[src/hdl/uart_lc_pkg.sv]
/*
  Shared constants and types of the serial line-control extension block.
  Assumes a 32-bit register port with a 5-bit byte address.
*/
package uart_lc_pkg;

  // ---------------------------------------------------------------
  // register byte addresses
  // ---------------------------------------------------------------
  localparam logic [4:0] OFF_CTRL = 5'h00;
  localparam logic [4:0] OFF_MODE = 5'h04;
  localparam logic [4:0] OFF_HOLD = 5'h08;
  localparam logic [4:0] OFF_GAP = 5'h0c;
  localparam logic [4:0] OFF_IDLE = 5'h10;
  localparam logic [4:0] OFF_STATUS = 5'h14;
  localparam logic [4:0] OFF_RXDATA = 5'h18;
  localparam logic [4:0] OFF_DIV = 5'h1c;

  // ---------------------------------------------------------------
  // field positions
  // ---------------------------------------------------------------
  localparam int CTRL_CLEAR_STATUS = 0;
  localparam int CTRL_BEGIN_BREAK = 1;
  localparam int CTRL_END_BREAK = 2;
  localparam int CTRL_ARM_IDLE_WAIT = 3;
  localparam int CTRL_RESTART_IDLE = 4;
  localparam int MODE_SYNC_BIT = 4;
  localparam int MODE_RXEN_BIT = 5;
  localparam int ST_HOLD_FREE = 0;
  localparam int ST_ALL_DONE = 1;
  localparam int ST_RX_READY = 2;
  localparam int ST_FRAME_ERR = 3;
  localparam int ST_BREAK = 4;
  localparam int ST_TIMEOUT = 5;
  localparam int ST_CTS = 6;

  // ---------------------------------------------------------------
  // values and counts
  // ---------------------------------------------------------------
  localparam logic [3:0] MODE_HANDSHAKE = 4'h2;
  localparam logic [7:0] MIN_BREAK_BITS = 8'h0a;
  localparam logic [7:0] POST_BREAK_BITS = 8'h0c;
  localparam logic [3:0] SAMPLES_LAST = 4'hf;
  localparam logic [3:0] SAMPLE_MID = 4'h7;
  localparam logic [1:0] END_BRK_ASYNC = 2'h2;
  localparam logic [1:0] END_BRK_SYNC = 2'h1;
  localparam logic [2:0] LAST_DATA_BIT = 3'h7;

  // ---------------------------------------------------------------
  // state encodings
  // ---------------------------------------------------------------
  typedef enum logic [2:0] {
    TX_IDLE = 3'h0,
    TX_START = 3'h1,
    TX_DATA = 3'h3,
    TX_STOP = 3'h2,
    TX_GAP = 3'h6,
    TX_BRK = 3'h7,
    TX_BRK_HIGH = 3'h5
  } tx_state_t;

  typedef enum logic [2:0] {
    RX_IDLE = 3'h0,
    RX_START = 3'h1,
    RX_DATA = 3'h3,
    RX_STOP = 3'h2,
    RX_BRK_END = 3'h6
  } rx_state_t;

endpackage

[src/hdl/baud_if.sv]
/*
  Carrier between the bit-rate divider and the line-control logic.
  Assumes both ends run on the same clock.
*/
`timescale 1ns/1ps
`default_nettype none
interface baud_if;
  logic [15:0] divisor;
  logic sample_tick;
  logic bit_tick;
  modport gen (input divisor, output sample_tick, output bit_tick);
  modport user (output divisor, input sample_tick, input bit_tick);
endinterface
`default_nettype wire

[src/hdl/baud_ticks.sv]
/*
  Divider making a one-cycle sample tick every divisor clocks and a
  bit tick on every sixteenth sample tick.
  Assumes divisor is static while ticks matter; zero stops all ticks.
*/
`timescale 1ns/1ps
`default_nettype none
module baud_ticks (
  input wire logic clk,
  input wire logic rst,
  baud_if.gen b
);

  typedef struct packed {
    logic [15:0] cnt;
    logic [3:0] sub;
    logic st;
    logic bt;
  } div_t;

  div_t q;
  div_t d;

  always_comb begin
    d = q;
    d.st = 1'b0;
    d.bt = 1'b0;
    if (b.divisor != 16'h0000) begin
      if (q.cnt >= b.divisor - 16'h0001) begin
        d.cnt = 16'h0000;
        d.st = 1'b1;
        d.sub = q.sub + 4'h1;
        d.bt = (q.sub == uart_lc_pkg::SAMPLES_LAST);
      end else begin
        d.cnt = q.cnt + 16'h0001;
      end
    end
  end

  always_ff @(posedge clk or posedge rst) begin
    if (rst) begin
      q <= '0;
    end else begin
      q <= d;
    end
  end

  assign b.sample_tick = q.st;
  assign b.bit_tick = q.bt;

endmodule
`default_nettype wire

[src/hdl/uart_line_ctrl.sv]
/*
  Line-control extensions of a serial channel: idle gap, receive idle
  time-out, framing error, break send/detect, RTS/CTS handshake.
  Assumes a one-cycle register port on REF_CLK, 8N1 characters, and a
  receive buffer-full level from a DMA engine on the same clock.
*/
// Function
// - zero gap adds nothing; else line high gap bit periods after stop
// - with gap, hold-free rises only at next start bit
// - with gap, all-done stays low until gap ends
// - gap field reaches 255 bit periods
// - zero idle limit disables time-out; flag stays zero
// - 16-bit down-counter per bit, reloads per character, zero sets flag
// - arm command stops time-out counting until next character
// - restart command reloads limit and counts down at once
// - low stop bit sets framing error mid-stop; status clear clears
// - begin-break drives line low at least one character, after current one
// - further begin-breaks ignored until break ends
// - end-break before minimum length waits for the minimum
// - break taken only while hold free; start clears hold and done
// - lone end-break ignored; byte written while break pending dropped
// - after break line high 12 bits, or gap if longer
// - all-zero character with low stop sets break, not framing
// - end of break: 2/16 bit high async, one sample sync
// - mode value 0x2 enables hardware handshake
// - RTS high while receiver off and buffer full
// - high CTS halts after current character; resumes when low
`timescale 1ns/1ps
`default_nettype none
module uart_line_ctrl (
  input wire logic REF_CLK,
  input wire logic RST,
  input wire logic [4:0] ADDR,
  input wire logic [31:0] WDATA,
  input wire logic WR,
  input wire logic RD,
  output logic [31:0] RDATA,
  output logic TXD,
  input wire logic RXD,
  output logic RTS,
  input wire logic CTS,
  input wire logic RX_BUFFER_FULL
);

  // ---------------------------------------------------------------
  // state
  // ---------------------------------------------------------------
  typedef struct packed {
    logic [15:0] divisor;
    logic [3:0] mode;
    logic sync;
    logic rx_en;
    logic [7:0] idle_gap_bits;
    logic [15:0] rx_idle_limit;
    logic [7:0] hold;
    logic hold_full;
    logic brk_pend;
    logic brk_on;
    logic brk_stop;
    uart_lc_pkg::tx_state_t tx_st;
    logic [7:0] tx_sh;
    logic [2:0] tx_bit;
    logic [7:0] tx_cnt;
    logic txd_low;
    logic rxd_m;
    logic rxd_s;
    logic cts_m;
    logic cts_s;
    uart_lc_pkg::rx_state_t rx_st;
    logic [3:0] rx_ph;
    logic [2:0] rx_bit;
    logic [7:0] rx_sh;
    logic [7:0] rx_data;
    logic rx_ready;
    logic [1:0] hi_cnt;
    logic frame_err;
    logic rx_break_flag;
    logic to_flag;
    logic to_run;
    logic [15:0] to_cnt;
    logic rts;
    logic [31:0] rdata;
  } state_t;

  state_t q;
  state_t d;

  baud_if b ();

  baud_ticks u_ticks (
    .clk(REF_CLK),
    .rst(RST),
    .b(b.gen)
  );

  assign b.divisor = q.divisor;

  logic hs;
  logic tx_hold_free;
  logic tx_all_done;
  logic wr_ctrl;
  logic launch;
  logic char_done;
  logic to_hit;
  logic [7:0] post_len;
  logic [1:0] end_thr;

  // ---------------------------------------------------------------
  // flags seen by software and logic
  // ---------------------------------------------------------------
  assign hs = (q.mode == uart_lc_pkg::MODE_HANDSHAKE);
  assign tx_hold_free = !q.hold_full && !q.brk_pend && !q.brk_on;
  assign tx_all_done = (q.tx_st == uart_lc_pkg::TX_IDLE) &&
                       !q.hold_full && !q.brk_pend;
  assign wr_ctrl = WR && (ADDR == uart_lc_pkg::OFF_CTRL);
  assign post_len = (q.idle_gap_bits > uart_lc_pkg::POST_BREAK_BITS) ?
                    q.idle_gap_bits : uart_lc_pkg::POST_BREAK_BITS;
  assign end_thr = q.sync ? uart_lc_pkg::END_BRK_SYNC :
                   uart_lc_pkg::END_BRK_ASYNC;

  // ---------------------------------------------------------------
  // next state
  // ---------------------------------------------------------------
  always_comb begin
    d = q;
    launch = 1'b0;
    char_done = 1'b0;
    to_hit = 1'b0;
    d.rxd_m = RXD;
    d.rxd_s = q.rxd_m;
    d.cts_m = CTS;
    d.cts_s = q.cts_m;

    // configuration writes
    if (WR) begin
      case (ADDR)
        uart_lc_pkg::OFF_MODE: begin
          d.mode = WDATA[3:0];
          d.sync = WDATA[uart_lc_pkg::MODE_SYNC_BIT];
          d.rx_en = WDATA[uart_lc_pkg::MODE_RXEN_BIT];
        end
        uart_lc_pkg::OFF_GAP: begin
          d.idle_gap_bits = WDATA[7:0];
        end
        uart_lc_pkg::OFF_IDLE: begin
          d.rx_idle_limit = WDATA[15:0];
        end
        uart_lc_pkg::OFF_DIV: begin
          d.divisor = WDATA[15:0];
        end
        uart_lc_pkg::OFF_HOLD: begin
          if (!q.brk_pend) begin
            d.hold = WDATA[7:0];
            d.hold_full = 1'b1;
          end
        end
        default: begin
        end
      endcase
    end

    // break commands; simultaneous begin and end is not defined
    if (wr_ctrl && WDATA[uart_lc_pkg::CTRL_BEGIN_BREAK] &&
        tx_hold_free) begin
      d.brk_pend = 1'b1;
    end
    if (wr_ctrl && WDATA[uart_lc_pkg::CTRL_END_BREAK] &&
        (q.brk_pend || q.brk_on)) begin
      d.brk_stop = 1'b1;
    end

    // transmitter, one step per bit period
    if (b.bit_tick) begin
      case (q.tx_st)
        uart_lc_pkg::TX_IDLE: begin
          launch = 1'b1;
        end
        uart_lc_pkg::TX_START: begin
          d.tx_st = uart_lc_pkg::TX_DATA;
          d.tx_bit = 3'h0;
        end
        uart_lc_pkg::TX_DATA: begin
          d.tx_sh = {1'b0, q.tx_sh[7:1]};
          d.tx_bit = q.tx_bit + 3'h1;
          if (q.tx_bit == uart_lc_pkg::LAST_DATA_BIT) begin
            d.tx_st = uart_lc_pkg::TX_STOP;
          end
        end
        uart_lc_pkg::TX_STOP: begin
          if (q.idle_gap_bits != 8'h00) begin
            d.tx_st = uart_lc_pkg::TX_GAP;
            d.tx_cnt = q.idle_gap_bits - 8'h01;
          end else begin
            launch = 1'b1;
          end
        end
        uart_lc_pkg::TX_GAP: begin
          if (q.tx_cnt != 8'h00) begin
            d.tx_cnt = q.tx_cnt - 8'h01;
          end else begin
            launch = 1'b1;
          end
        end
        uart_lc_pkg::TX_BRK: begin
          if (q.tx_cnt != 8'h00) begin
            d.tx_cnt = q.tx_cnt - 8'h01;
          end else if (q.brk_stop) begin
            d.tx_st = uart_lc_pkg::TX_BRK_HIGH;
            d.tx_cnt = post_len - 8'h01;
            d.brk_stop = 1'b0;
          end
        end
        uart_lc_pkg::TX_BRK_HIGH: begin
          if (q.tx_cnt != 8'h00) begin
            d.tx_cnt = q.tx_cnt - 8'h01;
          end else begin
            d.brk_on = 1'b0;
            // a late end-break must not cut the next break short
            d.brk_stop = 1'b0;
            launch = 1'b1;
          end
        end
        default: begin
          d.tx_st = uart_lc_pkg::TX_IDLE;
        end
      endcase
    end

    // pick what follows: break, next byte or idle line
    if (launch) begin
      d.tx_st = uart_lc_pkg::TX_IDLE;
      if (q.brk_pend) begin
        d.tx_st = uart_lc_pkg::TX_BRK;
        d.tx_cnt = uart_lc_pkg::MIN_BREAK_BITS - 8'h01;
        d.brk_pend = 1'b0;
        d.brk_on = 1'b1;
      end else if (q.hold_full && !(hs && q.cts_s)) begin
        d.tx_st = uart_lc_pkg::TX_START;
        d.tx_sh = q.hold;
        d.hold_full = 1'b0;
      end
    end

    d.txd_low = (d.tx_st == uart_lc_pkg::TX_START) ||
                (d.tx_st == uart_lc_pkg::TX_BRK) ||
                ((d.tx_st == uart_lc_pkg::TX_DATA) && !d.tx_sh[0]);

    // status clears come first so a same-cycle event still sets
    if (wr_ctrl && WDATA[uart_lc_pkg::CTRL_CLEAR_STATUS]) begin
      d.frame_err = 1'b0;
      d.rx_break_flag = 1'b0;
    end
    if (RD && (ADDR == uart_lc_pkg::OFF_RXDATA)) begin
      d.rx_ready = 1'b0;
    end

    // receiver at sixteen samples per bit
    if (!q.rx_en) begin
      d.rx_st = uart_lc_pkg::RX_IDLE;
    end else if (b.sample_tick) begin
      case (q.rx_st)
        uart_lc_pkg::RX_IDLE: begin
          if (!q.rxd_s) begin
            d.rx_st = uart_lc_pkg::RX_START;
            d.rx_ph = uart_lc_pkg::SAMPLE_MID;
          end
        end
        uart_lc_pkg::RX_START: begin
          if (q.rx_ph != 4'h0) begin
            d.rx_ph = q.rx_ph - 4'h1;
          end else if (q.rxd_s) begin
            d.rx_st = uart_lc_pkg::RX_IDLE;
          end else begin
            d.rx_st = uart_lc_pkg::RX_DATA;
            d.rx_ph = uart_lc_pkg::SAMPLES_LAST;
            d.rx_bit = 3'h0;
          end
        end
        uart_lc_pkg::RX_DATA: begin
          if (q.rx_ph != 4'h0) begin
            d.rx_ph = q.rx_ph - 4'h1;
          end else begin
            d.rx_sh = {q.rxd_s, q.rx_sh[7:1]};
            d.rx_ph = uart_lc_pkg::SAMPLES_LAST;
            d.rx_bit = q.rx_bit + 3'h1;
            if (q.rx_bit == uart_lc_pkg::LAST_DATA_BIT) begin
              d.rx_st = uart_lc_pkg::RX_STOP;
            end
          end
        end
        uart_lc_pkg::RX_STOP: begin
          if (q.rx_ph != 4'h0) begin
            d.rx_ph = q.rx_ph - 4'h1;
          end else if (q.rxd_s) begin
            d.rx_st = uart_lc_pkg::RX_IDLE;
            d.rx_data = q.rx_sh;
            d.rx_ready = 1'b1;
            char_done = 1'b1;
          end else if (q.rx_sh == 8'h00) begin
            d.rx_st = uart_lc_pkg::RX_BRK_END;
            d.rx_break_flag = 1'b1;
            d.hi_cnt = 2'h0;
          end else begin
            d.rx_st = uart_lc_pkg::RX_IDLE;
            d.frame_err = 1'b1;
          end
        end
        uart_lc_pkg::RX_BRK_END: begin
          if (!q.rxd_s) begin
            d.hi_cnt = 2'h0;
          end else if (q.hi_cnt + 2'h1 >= end_thr) begin
            d.rx_st = uart_lc_pkg::RX_IDLE;
            d.rx_break_flag = 1'b1;
          end else begin
            d.hi_cnt = q.hi_cnt + 2'h1;
          end
        end
        default: begin
          d.rx_st = uart_lc_pkg::RX_IDLE;
        end
      endcase
    end

    // idle time-out counter
    if (b.bit_tick && q.to_run && (q.to_cnt != 16'h0000)) begin
      d.to_cnt = q.to_cnt - 16'h0001;
      if (q.to_cnt == 16'h0001) begin
        to_hit = 1'b1;
        d.to_run = 1'b0;
      end
    end
    if (wr_ctrl && WDATA[uart_lc_pkg::CTRL_ARM_IDLE_WAIT]) begin
      d.to_run = 1'b0;
      d.to_cnt = q.rx_idle_limit;
      d.to_flag = 1'b0;
    end
    if (wr_ctrl && WDATA[uart_lc_pkg::CTRL_RESTART_IDLE]) begin
      d.to_run = 1'b1;
      d.to_cnt = q.rx_idle_limit;
      d.to_flag = 1'b0;
    end
    if (char_done) begin
      d.to_run = 1'b1;
      d.to_cnt = q.rx_idle_limit;
    end
    if (to_hit) begin
      d.to_flag = 1'b1;
    end
    if (q.rx_idle_limit == 16'h0000) begin
      d.to_flag = 1'b0;
      d.to_run = 1'b0;
    end

    // handshake request output
    d.rts = hs && !q.rx_en && RX_BUFFER_FULL;

    // read port, data valid only in the cycle after the strobe
    d.rdata = 32'h0000_0000;
    if (RD) begin
      case (ADDR)
        uart_lc_pkg::OFF_MODE: begin
          d.rdata = {26'h0, q.rx_en, q.sync, q.mode};
        end
        uart_lc_pkg::OFF_GAP: begin
          d.rdata = {24'h0, q.idle_gap_bits};
        end
        uart_lc_pkg::OFF_IDLE: begin
          d.rdata = {16'h0, q.rx_idle_limit};
        end
        uart_lc_pkg::OFF_STATUS: begin
          d.rdata[uart_lc_pkg::ST_HOLD_FREE] = tx_hold_free;
          d.rdata[uart_lc_pkg::ST_ALL_DONE] = tx_all_done;
          d.rdata[uart_lc_pkg::ST_RX_READY] = q.rx_ready;
          d.rdata[uart_lc_pkg::ST_FRAME_ERR] = q.frame_err;
          d.rdata[uart_lc_pkg::ST_BREAK] = q.rx_break_flag;
          d.rdata[uart_lc_pkg::ST_TIMEOUT] = q.to_flag;
          d.rdata[uart_lc_pkg::ST_CTS] = q.cts_s;
        end
        uart_lc_pkg::OFF_RXDATA: begin
          d.rdata = {24'h0, q.rx_data};
        end
        uart_lc_pkg::OFF_DIV: begin
          d.rdata = {16'h0, q.divisor};
        end
        default: begin
          d.rdata = 32'h0000_0000;
        end
      endcase
    end
  end

  // ---------------------------------------------------------------
  // registers and outputs
  // ---------------------------------------------------------------
  always_ff @(posedge REF_CLK or posedge RST) begin
    if (RST) begin
      q <= '0;
    end else begin
      q <= d;
    end
  end

  // line kept as an active-low flop so reset idles it high
  assign TXD = !q.txd_low;
  assign RTS = q.rts;
  assign RDATA = q.rdata;
endmodule
`default_nettype wire

[config.mk]
export PLATFORM = sky130hd
export DESIGN_NAME = uart_line_ctrl
export DESIGN_NICKNAME = d
export VERILOG_FILES = /design/src/hdl/uart_lc_pkg.sv /design/src/hdl/baud_if.sv /design/src/hdl/baud_ticks.sv /design/src/hdl/uart_line_ctrl.sv
export SDC_FILE = /design/constraint.sdc
export NUM_CORES = 1
export LEC_CHECK = 0
export ABC_AREA = 1
export CAP_MARGIN = 20
export CORE_MARGIN = 5
export CORE_UTILIZATION = 55
export CTS_BUF_LIST = sky130_fd_sc_hd__clkbuf_8
export CTS_CLUSTER_SIZE = 24
export DETAILED_ROUTE_END_ITERATION = 8
export DONT_BUFFER_PORTS = 1
export PLACE_DENSITY_LB_ADDON = 0.08
export SLEW_MARGIN = 20
export SYNTH_ARGS = -nofsm -noshare
export SYNTH_HDL_FRONTEND = slang
export SYNTH_SLANG_ARGS = --single-unit
[constraint.sdc]
create_clock -name REF_CLK -period 5.3 [get_ports REF_CLK]
set_input_delay 0 -clock REF_CLK [delete_from_list [all_inputs] [get_ports REF_CLK]]
set_output_delay 0 -clock REF_CLK [all_outputs]
set_load 0.05 [all_outputs]
==> flow_summary.rst <==
.. list-table::
   :header-rows: 1

   * - Metric
     - Value
   * - Outcome
     - complete, no violations
   * - Number of port buffers
     - 0
   * - CP startpoint
     - b.divisor[0]
   * - Routed wire length per instance
     - 15.3 um
   * - Tmin final
     - 3.28 ns
   * - CTS Sinks
     - 173
   * - Count of nets after finishing
     - 1374
   * - Fmax
     - 305 MHz
   * - Static power due to leakage
     - 0.00529 uW
   * - Final period utilization
     - 0.618
   * - Area Overhead vs Synth
     - 6.47%
   * - Die Ht
     - 145 um
   * - Hold violation total from the final report
     - 0
   * - Number of vias per cell after detailed routing
     - 5.34
   * - Maximum resistive drop on vdd
     - 0.252 mV
   * - Syn Area/Cell
     - 7.77 um^2
   * - Register Area
     - 4330 um^2
   * - Nature of the critical path endpoint
     - flop
   * - Final setup fails
     - 0
   * - Final worst-path setup slack
     - 2.02 ns
   * - Placement-stage worst setup slack
     - 2.04 ns
   * - Synthesis-stage register bit count
     - 173
   * - Post-synth top flop
     - sky130_fd_sc_hd__dfrtp_1
   * - Largest buffer count on any clock path
     - 2
   * - Post-synth cell types
     - 50
   * - RSZ-0062 raised after global routing
     - false
   * - Critical path data required time
     - 5.66 ns
   * - Minimum setup slack among reg-to-reg paths
     - 2.02 ns
   * - Area of the mapped netlist
     - 10100 um^2
   * - First-pass GRT wire length
     - 40000 um
   * - Initial antenna violation count
     - 0
   * - Total global routing overflow
     - 0
   * - Clock buffer count from CTS
     - 17
   * - Category of the worst setup path launch point
     - flop
   * - Library cell with the highest instance count after synthesis
     - sky130_fd_sc_hd__nand2_1
   * - Setup TNS after final layout
     - 0 ns
   * - Sequential-to-total area share from yosys stat
     - 0.430
   * - Vias post-DR
     - 8230
   * - # IOs
     - 78
   * - Number of antenna repair diodes
     - 0
   * - Number of DRC violations after detailed-routing iteration 0
     - 502
   * - Proportion of synthesized flip-flops having asynchronous set or reset
     - 1.00
   * - Power density relative to cell area
     - 323 nW/um^2
   * - Insertion delay to the later sink of the worst-skew pair
     - 0.47 ns
   * - Number of global-route vias before repair
     - 8040
   * - Share of the synthesized area in the top cell type
     - 0.430
   * - CTS tree
     - yes
   * - Pin count of the biggest net entering global routing
     - 76
   * - Maximum fanout along the worst path
     - 12
   * - Number of rows in the core area
     - 49
   * - Total Routing Usage GR
     - 0.229
   * - Total area of multi-input combinational cells
     - 4770 um^2
   * - Cell chosen for the clock root
     - sky130_fd_sc_hd__clkbuf_8
   * - Class of the most critical hold timing path
     - in -> async
   * - Worst reg2reg path endpoint
     - u_ticks.q[19]
   * - Area contributors post-synth
     - sky130_fd_sc_hd__dfrtp_1 43%, sky130_fd_sc_hd__nand2_1 11%, sky130_fd_sc_hd__o21ai_0 6.5%, sky130_fd_sc_hd__inv_1 5.3%, sky130_fd_sc_hd__nor2_1 4.1%
   * - Count of flip-flops with a built-in enable after synthesis
     - 0
   * - Setup skew after layout
     - 0.0150 ns
   * - Headroom to the max-slew limit
     - 0.375
   * - Residual antenna-violating net count after detailed routing
     - 0
   * - Fraction of layout instances using a drive strength above 1
     - 0.0847
   * - Horizontal extent of the die
     - 145 um
   * - Final GP Congestion
     - 0.968
   * - Fill cell instance count of the final layout
     - 1610
   * - Post-CTS setup buffer count
     - 0
   * - Worst Tran Pin Value
     - 0.937 ns
   * - Most common library cells after synthesis
     - 308 x sky130_fd_sc_hd__nand2_1, 173 x sky130_fd_sc_hd__dfrtp_1, 142 x sky130_fd_sc_hd__inv_1, 130 x sky130_fd_sc_hd__o21ai_0, 110 x sky130_fd_sc_hd__nor2_1
   * - Final routed DRC violation total
     - 0
   * - Design area
     - 10700 um^2
   * - H-tree lvl count
     - 4
   * - Crit path capture
     - u_ticks.q[19]
   * - Core area
     - 18000 um^2
   * - Crit path kind
     - reg -> reg
   * - Worst flop-to-flop path startpoint
     - b.divisor[0]
   * - Number of maximum-capacitance violations
     - 0
   * - Critical Path AT
     - 3.64 ns
   * - Initial core utilization
     - 0.560
   * - Cell accounting for the most synthesized area
     - sky130_fd_sc_hd__dfrtp_1
   * - Dpl hpwl
     - 17100 um
   * - Die Outline Area
     - 21100 um^2
   * - Drt total wl
     - 23500 um
   * - Instance area after placement
     - 9990 um^2
   * - Length of the first detailed-routing pass in iterations
     - 5
   * - Slew Limit Fails
     - 0
   * - Synthesis Warnings
     - 0
   * - Clock input transition at the sequential cells of the worst setup and hold paths
     - 0.10 ns
   * - Post-synthesis instance total
     - 1294
   * - Cell depth of the worst flop-to-flop path
     - 16
[placed cells by master (no fill, tap or decap), types with 9 or more instances in the layout]
cell                            synthesis  layout
sky130_fd_sc_hd__nand3_1               76      75
sky130_fd_sc_hd__ha_1                  32      32
sky130_fd_sc_hd__clkbuf_8               0      18
sky130_fd_sc_hd__inv_1                142     142
sky130_fd_sc_hd__nor2_1               110     110
sky130_fd_sc_hd__o21ai_0              130     130
sky130_fd_sc_hd__nor3_1                18      18
sky130_fd_sc_hd__xor2_1                35      35
sky130_fd_sc_hd__conb_1                 1      16
sky130_fd_sc_hd__o22ai_1               11      11
sky130_fd_sc_hd__inv_2                  9       9
sky130_fd_sc_hd__nand4_1               17      17
sky130_fd_sc_hd__nand2_1              308     308
sky130_fd_sc_hd__nand3_2               14      15
sky130_fd_sc_hd__a21oi_1               59      59
sky130_fd_sc_hd__a31oi_1               10      10
sky130_fd_sc_hd__nand2_2               22      22
sky130_fd_sc_hd__dlygate4sd3_1          0      31
sky130_fd_sc_hd__nor2_2                10      10
sky130_fd_sc_hd__dfrtp_1              173     173
[per-layer routing]
metal	vias up	GRT usage	routed length, um
li1	4157	-	-
met1	3833	0.305	10700
met2	191	0.373	11100
met3	49	0.0427	1010
met4	0	0.0849	703
met5	-	0	0
[state kept, by name (all words and copies together) (netlist names)]
signal and cells:
RDATA 16, RTS 1, b.divisor 16, u_ticks.b.bit_tick 1, u_ticks.b.sample_tick 1, u_ticks.q 20
d 2, q 116
[worst max-delay path, stage by stage, from the launching register on]
cell and delay (ns):
sky130_fd_sc_hd__dfrtp_1 0.39, sky130_fd_sc_hd__inv_1 0.14, sky130_fd_sc_hd__ha_1 0.21, sky130_fd_sc_hd__nand3_1 0.17
sky130_fd_sc_hd__inv_1 0.09, sky130_fd_sc_hd__nand2_1 0.11, sky130_fd_sc_hd__nor3_1 0.21, sky130_fd_sc_hd__nand3_1 0.13
sky130_fd_sc_hd__xor2_1 0.18, sky130_fd_sc_hd__ha_1 0.31, sky130_fd_sc_hd__nand4_1 0.13, sky130_fd_sc_hd__nor3_2 0.19
sky130_fd_sc_hd__nand3_1 0.17, sky130_fd_sc_hd__nand3b_1 0.30, sky130_fd_sc_hd__nand2_2 0.15, sky130_fd_sc_hd__inv_2 0.21
sky130_fd_sc_hd__nor2_1 0.08
[final cells by class]
class                      count  area share
sequential                   173       0.404
inverter                     155      0.0555
clock buffer                  18      0.0231
tap                          229      0.0268
timing repair buffer          33      0.0304
clock inverter                14      0.0147
multi-input combinational    918       0.445
[per-stage QoR]
step,power [uW],hold WS (ns),instances,util
finish,3460,0.0328,1540,0.596
global route,3700,0.0349,1540,0.596
CTS,3480,0.0163,1540,0.596
detailed placement,2500,-0.0956,1477,0.556
global placement,2480,-0.0985,1477,0.556
floorplan,2310,0.0314,1309,-
[what timing repair did]
action                    in CTS  in global routing
hold buffers                  31                  0
resized for setup              0                  0
hold endpoints to repair     119                  0
[cell families after synthesis]
kind of cell,synth area share
AND/OR/NAND/NOR,0.266
AO/OA/AOI/OAI,0.118
buffers and inverters,0.102
flip-flops,0.430
XOR/XNOR,0.0366
adder cells (fa/ha/maj),0.0398
multiplexers,0.00672
other,0.000373
[worst min path at each step]
stage / start / end / slack (ns) / cells past startpoint
detailed placement: RST / q[92] / -0.1 / 1
finish: RST / q[92] / 0.03 / 2
floorplan: CTS / d[82] / 0.03 / 0
CTS: ADDR[3] / q[55] / 0.02 / 3
global placement: RST / q[92] / -0.1 / 1
global route: ADDR[2] / RDATA[2] / 0.03 / 5
[power by group]
group	switching, uW	internal (uW)	total (uW)
clock	523	441	964
sequential	177	1460	1630
combinational	551	313	864
Note: power is estimated with default switching activity, not from simulation.
